--- config.mk ---
export PLATFORM = sky130hd
export DESIGN_NAME = afd_decoder
export DESIGN_NICKNAME = d
export VERILOG_FILES = /design/src/rtl/afd_pkg.sv /design/src/rtl/afd_char_map.sv /design/src/rtl/afd_decoder.sv
export VERILOG_INCLUDE_DIRS = /design/src /design/src/rtl
export SDC_FILE = /design/constraint.sdc
export NUM_CORES = 1
export LEC_CHECK = 0
export ABC_AREA = 1
export BUFFER_PORTS_ARGS = -buffer_cell sky130_fd_sc_hd__buf_4
export CAP_MARGIN = 30
export CORE_ASPECT_RATIO = 0.9
export CORE_MARGIN = 2
export CORE_UTILIZATION = 60
export CTS_BUF_LIST = sky130_fd_sc_hd__clkbuf_16
export DETAILED_ROUTE_END_ITERATION = 16
export PLACE_DENSITY = 0.79
export SKIP_LAST_GASP = 1
export SLEW_MARGIN = 40
export SYNTH_ARGS = -nofsm -noshare
export SYNTH_HDL_FRONTEND = slang
export SYNTH_SLANG_ARGS = --single-unit
--- constraint.sdc ---
create_clock -name core_clk_i -period 4.2 [get_ports core_clk_i]
set_input_delay 0.84 -clock core_clk_i [delete_from_list [all_inputs] [get_ports core_clk_i]]
set_output_delay 0.84 -clock core_clk_i [all_outputs]
set_load 0.05 [all_outputs]
--- src/rtl/afd_defines.svh ---
// constants for the alpha field decoder
`ifndef AFD_DEFINES_SVH
`define AFD_DEFINES_SVH
`define AFD_TAG_RAW    8'h80
`define AFD_TAG_HALF8  8'h81
`define AFD_TAG_FULL16 8'h82
`define AFD_PAD_BYTE   8'hff
`define AFD_PAD_WORD   16'hffff
`define AFD_HDR_HALF8  3'h3
`define AFD_HDR_FULL16 3'h4
`define AFD_TOP_BIT    7
`endif

--- src/rtl/afd_pkg.sv ---
// types for the alpha field decoder
package afd_pkg;
  typedef enum logic [2:0] {
    AFD_IDLE, AFD_FORM, AFD_COUNT, AFD_BASE_HI, AFD_BASE_LO, AFD_BODY, AFD_DROP
  } afd_state_t;
  typedef enum logic [1:0] {AFD_PLAIN, AFD_RAW, AFD_HALF, AFD_FULL} afd_form_t;
endpackage

--- src/rtl/afd_char_map.sv ---
// maps one body byte of a base-pointer record to a code point
`timescale 1ns/1ps
`include "afd_defines.svh"
module afd_char_map (
  input  wire logic [7:0]  byte_i,
  input  wire logic [15:0] base_i,
  output logic      [15:0] code_o
);
  always_comb begin
    if (byte_i[`AFD_TOP_BIT]) begin
      code_o = base_i + {9'h000, byte_i[6:0]};
    end else begin
      code_o = {9'h000, byte_i[6:0]};
    end
  end
endmodule // afd_char_map

--- src/rtl/afd_decoder.sv ---
// alpha field decoder: record bytes in, 16-bit code points out
`timescale 1ns/1ps
`include "afd_defines.svh"
module afd_decoder (
  input  wire logic        core_clk_i,
  input  wire logic        rst_i,
  input  wire logic [7:0]  in_data_i,
  input  wire logic        in_valid_i,
  input  wire logic        in_last_i,
  output logic             in_ready_o,
  output logic [15:0]      out_char_o,
  output logic             out_valid_o,
  output logic             out_end_o,
  input  wire logic        out_ready_i,
  output logic [1:0]       form_o
);
  // ************************************************************
  // state
  // ************************************************************
  typedef struct packed {
    afd_pkg::afd_state_t st;
    afd_pkg::afd_form_t  form;
    logic [7:0]          count;
    logic [15:0]         base;
    logic [7:0]          hi;
    logic                have_hi;
    logic [15:0]         chr;
    logic                vld;
    logic                fin;
  } afd_regs_t;

  afd_regs_t r_ff;
  afd_regs_t nxt_r;
  logic [15:0] map_code;
  logic        take;
  logic        slot_free;

  afd_char_map u_map (
    .byte_i (in_data_i),
    .base_i (r_ff.base),
    .code_o (map_code)
  );

  // output register empties on accept; input stalls while it is full and out_ready_i is low
  assign slot_free  = !r_ff.vld || out_ready_i;
  assign in_ready_o = slot_free;
  assign take       = in_valid_i && slot_free;

  // ************************************************************
  // next state
  // ************************************************************
  always_comb begin
    nxt_r = r_ff;
    if (r_ff.vld && out_ready_i) begin
      nxt_r.vld = 1'b0;
      nxt_r.fin = 1'b0;
    end
    if (take) begin
      unique case (r_ff.st)
        afd_pkg::AFD_IDLE, afd_pkg::AFD_FORM: begin
          nxt_r.have_hi = 1'b0;
          unique case (in_data_i)
            `AFD_TAG_RAW: begin
              nxt_r.form = afd_pkg::AFD_RAW;
              nxt_r.st   = afd_pkg::AFD_BODY;
            end
            `AFD_TAG_HALF8: begin
              nxt_r.form = afd_pkg::AFD_HALF;
              nxt_r.st   = afd_pkg::AFD_COUNT;
            end
            `AFD_TAG_FULL16: begin
              nxt_r.form = afd_pkg::AFD_FULL;
              nxt_r.st   = afd_pkg::AFD_COUNT;
            end
            default: begin
              // plain record: first byte is already a character
              nxt_r.form = afd_pkg::AFD_PLAIN;
              nxt_r.st   = afd_pkg::AFD_BODY;
              nxt_r.chr  = {9'h000, in_data_i[6:0]};
              nxt_r.vld  = 1'b1;
            end
          endcase
        end
        afd_pkg::AFD_COUNT: begin
          nxt_r.count = in_data_i;
          nxt_r.st    = afd_pkg::AFD_BASE_HI;
        end
        afd_pkg::AFD_BASE_HI: begin
          if (r_ff.form == afd_pkg::AFD_HALF) begin
            nxt_r.base = {1'b0, in_data_i, 7'h00};
            nxt_r.st   = afd_pkg::AFD_BODY;
          end else begin
            nxt_r.base = {in_data_i, 8'h00};
            nxt_r.st   = afd_pkg::AFD_BASE_LO;
          end
        end
        afd_pkg::AFD_BASE_LO: begin
          nxt_r.base = {r_ff.base[15:8], in_data_i};
          nxt_r.st   = afd_pkg::AFD_BODY;
        end
        afd_pkg::AFD_BODY: begin
          unique case (r_ff.form)
            afd_pkg::AFD_RAW: begin
              if (!r_ff.have_hi) begin
                nxt_r.hi      = in_data_i;
                nxt_r.have_hi = 1'b1;
              end else begin
                nxt_r.have_hi = 1'b0;
                if ({r_ff.hi, in_data_i} == `AFD_PAD_WORD) begin
                  nxt_r.st = afd_pkg::AFD_DROP;
                end else begin
                  nxt_r.chr = {r_ff.hi, in_data_i};
                  nxt_r.vld = 1'b1;
                end
              end
            end
            afd_pkg::AFD_PLAIN: begin
              nxt_r.chr = {9'h000, in_data_i[6:0]};
              nxt_r.vld = 1'b1;
            end
            default: begin
              if (r_ff.count != 8'h00) begin
                nxt_r.chr   = map_code;
                nxt_r.vld   = 1'b1;
                nxt_r.count = r_ff.count - 8'h01;
              end else begin
                nxt_r.st = afd_pkg::AFD_DROP;
              end
            end
          endcase
        end
        afd_pkg::AFD_DROP: begin
          nxt_r.st = afd_pkg::AFD_DROP;
        end
      endcase
      // field end closes the record and marks the last output
      if (in_last_i) begin
        nxt_r.st  = afd_pkg::AFD_FORM;
        nxt_r.fin = 1'b1;
        if (!nxt_r.vld) begin
          nxt_r.chr = `AFD_PAD_WORD;
          nxt_r.vld = 1'b1;
        end
      end
    end
  end

  always_ff @(posedge core_clk_i) begin
    if (rst_i) begin
      r_ff <= '{st: afd_pkg::AFD_IDLE, form: afd_pkg::AFD_PLAIN, count: 8'h00,
                base: 16'h0000, hi: 8'h00, have_hi: 1'b0, chr: 16'h0000,
                vld: 1'b0, fin: 1'b0};
    end else begin
      r_ff <= nxt_r;
    end
  end

  assign out_char_o  = r_ff.chr;
  assign out_valid_o = r_ff.vld;
  assign out_end_o   = r_ff.fin;
  assign form_o      = r_ff.form;

  // ************************************************************
  // checks
  // ************************************************************
  AST_RAW_PAIR: assert property (@(posedge core_clk_i) disable iff (rst_i)
    (take && r_ff.st == afd_pkg::AFD_BODY && r_ff.form == afd_pkg::AFD_RAW && r_ff.have_hi
     && {r_ff.hi, in_data_i} != `AFD_PAD_WORD)
    |=> (out_valid_o && out_char_o == {$past(r_ff.hi), $past(in_data_i)}))
    else $error("raw pair not emitted");
  AST_COUNT_LOAD: assert property (@(posedge core_clk_i) disable iff (rst_i)
    (take && r_ff.st == afd_pkg::AFD_COUNT && !in_last_i) |=> r_ff.count == $past(in_data_i))
    else $error("count not loaded");
  AST_HALF_BASE: assert property (@(posedge core_clk_i) disable iff (rst_i)
    (take && r_ff.st == afd_pkg::AFD_BASE_HI && r_ff.form == afd_pkg::AFD_HALF)
    |=> r_ff.base == {1'b0, $past(in_data_i), 7'h00})
    else $error("half page base wrong");
  AST_MAP: assert property (@(posedge core_clk_i) disable iff (rst_i)
    (take && r_ff.st == afd_pkg::AFD_BODY && r_ff.form[1] && r_ff.count != 8'h00
     && in_data_i[7]) |=> out_char_o == $past(r_ff.base) + {9'h000, $past(in_data_i[6:0])})
    else $error("offset char wrong");
  AST_FULL_BASE: assert property (@(posedge core_clk_i) disable iff (rst_i)
    (take && r_ff.st == afd_pkg::AFD_BASE_LO) |=> r_ff.base[7:0] == $past(in_data_i))
    else $error("full base low byte wrong");
  AST_SEVEN_BIT: assert property (@(posedge core_clk_i) disable iff (rst_i)
    (take && r_ff.st == afd_pkg::AFD_BODY && r_ff.form[1] && r_ff.count != 8'h00
     && !in_data_i[7]) |=> out_char_o == {9'h000, $past(in_data_i[6:0])})
    else $error("7-bit char wrong");
  AST_FORM_HOLD: assert property (@(posedge core_clk_i) disable iff (rst_i)
    (r_ff.st != afd_pkg::AFD_IDLE && r_ff.st != afd_pkg::AFD_FORM) |=> $stable(form_o))
    else $error("form changed mid record");
  AST_STOP: assert property (@(posedge core_clk_i) disable iff (rst_i)
    (take && r_ff.st == afd_pkg::AFD_BODY && r_ff.form[1] && r_ff.count == 8'h00
     && !in_last_i) |=> !out_valid_o)
    else $error("char after count");
  AST_FFFF_END: assert property (@(posedge core_clk_i) disable iff (rst_i)
    (take && r_ff.st == afd_pkg::AFD_BODY && r_ff.form == afd_pkg::AFD_RAW && r_ff.have_hi
     && {r_ff.hi, in_data_i} == `AFD_PAD_WORD && !in_last_i) |=> r_ff.st == afd_pkg::AFD_DROP)
    else $error("ffff did not end string");
  AST_HOLD_OUT: assert property (@(posedge core_clk_i) disable iff (rst_i)
    (out_valid_o && !out_ready_i) |=> (out_valid_o && $stable(out_char_o) && $stable(out_end_o)))
    else $error("output dropped under stall");
  COV_RAW: cover property (@(posedge core_clk_i) take && r_ff.st == afd_pkg::AFD_FORM
    && in_data_i == `AFD_TAG_RAW);
  COV_HALF_FF: cover property (@(posedge core_clk_i) take && r_ff.form == afd_pkg::AFD_HALF
    && r_ff.st == afd_pkg::AFD_BODY && r_ff.count != 8'h00 && in_data_i == `AFD_PAD_BYTE);
  COV_FULL: cover property (@(posedge core_clk_i) r_ff.form == afd_pkg::AFD_FULL && out_end_o);
  COV_DROP: cover property (@(posedge core_clk_i) take && r_ff.st == afd_pkg::AFD_DROP
    && !in_last_i);
endmodule // afd_decoder

==> flow_summary.json <==
{
  "antennaDiodeCount": 0,
  "syn_nets": 666,
  "portBuffers": 33,
  "route.vias.total": 4287,
  "fin_nets": 668,
  "synth_top_area_cell": "dfxtp_1",
  "cts_root_buf": "clkbuf_16",
  "layout.cells.non_filler": 736,
  "synth-async-reset-ratio": 0,
  "drive_gt1_frac": 0.104,
  "reg2reg_slack_ns": 1.83,
  "regArea_mm2": 0.00112,
  "cap_violations": 0,
  "critical-path-slowest-cell": "nor2_1",
  "cp.required_ns": 4.42,
  "cts_tree": "yes",
  "whs_path_depth": 2,
  "whs_ns": 0.473,
  "status": "complete, no violations",
  "slew_headroom": 0.520,
  "wl_um": 11800,
  "cp_common_cell": "inv_1",
  "start_util": 0.610,
  "avgSynthCellArea_um2": 6.15,
  "p_per_area_mw_per_mm2": 323,
  "cp_top_family": "simple AND/OR/NAND/NOR gates",
  "numCtsBuffers": 5,
  "gp_congestion": 0.943,
  "synth_top_cell_area_share": 0.284,
  "cp.arrival_ns": 2.77,
  "grt_pass1_wl_um": 18900,
  "max_stage_delay_ns": 0.53,
  "cts_resized": 0,
  "rows": 28,
  "finClkSkew_ns": 0.0147,
  "grt_pass1_vias": 3788,
  "final_core_util": 0.653,
  "fillers": 640,
  "syn_inst": 643,
  "die_area_mm2": 0.00726,
  "synth_warnings": 0,
  "clkLatencyLatePin_ns": 0.30,
  "crit_path_cell_trace": "buf_4, nor2_1, inv_1, nand2_1, inv_1, nand2_1, inv_1, nor2_1, a211oi_1, a211oi_1",
  "rsz0062_at_grt": "no",
  "clock-sinks": 56,
  "die_w_um": 89.6,
  "worstReg2RegStart": "form_o[1]",
  "die_y_um": 81.0,
  "worstMarginPinSlew_ns": 0.717,
  "grt_use_total": 0.340,
  "grt.overflow.total": 0,
  "wl_per_cell_um": 16.0,
  "synth_edf_count": 0,
  "synth-seq-cells": 56,
  "r2r_end": "out_char_o[1]",
  "ys_top_cells_by_area": "dfxtp_1 28%, nand2_1 15%, nand3_1 7.3%",
  "antenna_found_initial": 0,
  "reg2reg_depth": 11,
  "end_kind": "flip-flop",
  "post-route-period-util": 0.609,
  "hold_violations": 0,
  "drt_iter0_markers": 413,
  "dp_cells": 728,
  "cts_setup_buffers": 0,
  "slew_violations": 0,
  "io_pins": 34,
  "synthesis.area_mm2": 0.00395,
  "setup_viol": 0,
  "first_pass_iters": 6,
  "hold_class": "flip-flop to flip-flop",
  "drc_errors": 0,
  "path_class": "input pin to flip-flop",
  "final.setup.tns_ns": 0,
  "coreArea_mm2": 0.00648,
  "via_per_inst": 5.82,
  "hp-start": "r_ff[29]",
  "mostFrequentLayoutCells": "159 x nand2_1, 75 x nor2_1, 68 x inv_1, 58 x nand3_1, 56 x dfxtp_1",
  "cp_num_buf_inv": 4,
  "worst_hold_path.endpoint": "r_ff[29]",
  "dp_hpwl_um": 8670,
  "cp-start-kind": "input pin",
  "areaGrowthSynthToFinish_pct": 6.96,
  "multi_input_area_mm2": 0.00230,
  "cp-startpoint": "out_ready_i",
  "drtAntennaViolNets": 0,
  "cts.clk_slew.worst_paths_ns": 0.08,
  "clk_path_buf_depth": 2,
  "path_max_fanout": 15,
  "grt_max_degree": 38,
  "fin_crit_ns": 2.56,
  "max_freq_mhz": 391,
  "vdd_drop_max_mv": 0.246,
  "synth-main-ff-cell": "dfxtp_1",
  "ys_types": 42,
  "ys_seq_area_frac": 0.284,
  "ctsHoldBuffers": 0,
  "final_common_cell": "nand2_1",
  "leakagePower_nw": 1.90,
  "cts_max_level": 2
}
-- cells in the mapped netlist (3+ instances only) --
cell / n
buf_4: 21
a211oi_1: 5
nor2_2: 4
o22ai_1: 4
o21ai_0: 51
inv_2: 5
a22oi_1: 3
clkbuf_1: 11
inv_1: 69
xnor2_1: 5
a21oi_1: 46
nand4_1: 4
nand2_2: 6
nand2_1: 159
ha_1: 9
o211ai_1: 3
a31oi_1: 12
dfxtp_1: 56
nor3_1: 6
nand3_1: 58
buf_2: 3
nor2_1: 75
-- worst reg2reg max path, cell delays in order, from the launching register on --
cell and delay, ns:
dfxtp_1 0.47, clkinv_1 0.42, nand2_1 0.20, inv_1 0.09, nand2_2 0.13, nand2_4 0.11
nand2_2 0.11, nand2_4 0.09, nand2_2 0.22, nand2_1 0.22, nor2_1 0.16, nor2_1 0.05
-- worst max path at each step --
| stage | endpoint | slack, ns | cells past startpoint |
|---|---|---|---|
| 2_1_floorplan | out_char_o[14] | 1.89 | 13 |
| 3_3_place_gp | r_ff[34] | 1.43 | 10 |
| 3_5_place_dp | r_ff[34] | 1.37 | 10 |
| 4_1_cts | r_ff[34] | 1.67 | 10 |
| 5_1_grt | r_ff[30] | 1.37 | 10 |
| 6_report | r_ff[34] | 1.64 | 10 |
-- cell families after synthesis --
| family | count (synthesis) | synth area share |
|---|---|---|
| adder cells (fa/ha/maj) | 10 | 0.0335 |
| XOR/XNOR | 5 | 0.0111 |
| buffers and inverters | 115 | 0.134 |
| AO/OA/AOI/OAI | 138 | 0.196 |
| AND/OR/NAND/NOR | 319 | 0.341 |
| flip-flops | 56 | 0.284 |
-- layout make-up --
type                            instances  share of cell area
Timing Repair Buffer                   35              0.0621
Multi-Input combinational cell        472               0.544
Tap cell                               90              0.0266
Sequential cell                        56               0.265
Clock inverter                          3             0.00592
Clock buffer                            5              0.0296
Inverter                               75              0.0666
-- routing by layer --
layer / global-route usage / wire length (um)
met1: 0.493 / 5190
met2: 0.529 / 5350
met3: 0.0437 / 975
met4: 0.0955 / 260
met5: 0 / 0
-- through the flow --
stage / worst slack (ns) / cell area, um2 / power, mW
global placement: 1.43 / 4080 / 0.933
finish: 1.64 / 4230 / 1.37
global route: 1.37 / 4230 / 1.43
CTS: 1.67 / 4230 / 1.36
detailed placement: 1.37 / 4080 / 0.936
floorplan: 1.89 / 3950 / 0.860
-- registers in the layout (all words and copies together), names as in the netlist --
name,flops
form_o,2
out_char_o,16
out_end_o,1
r_ff,36
out_valid_o,1
-- where the power goes --
group | leakage, nW | total [mW] | switching [mW] | internal, mW
clock network | 0.0708 | 0.433 | 0.207 | 0.226
registers | 0.456 | 0.584 | 0.0278 | 0.556
logic | 1.37 | 0.348 | 0.247 | 0.102
Power figures use the tool's default switching activity.
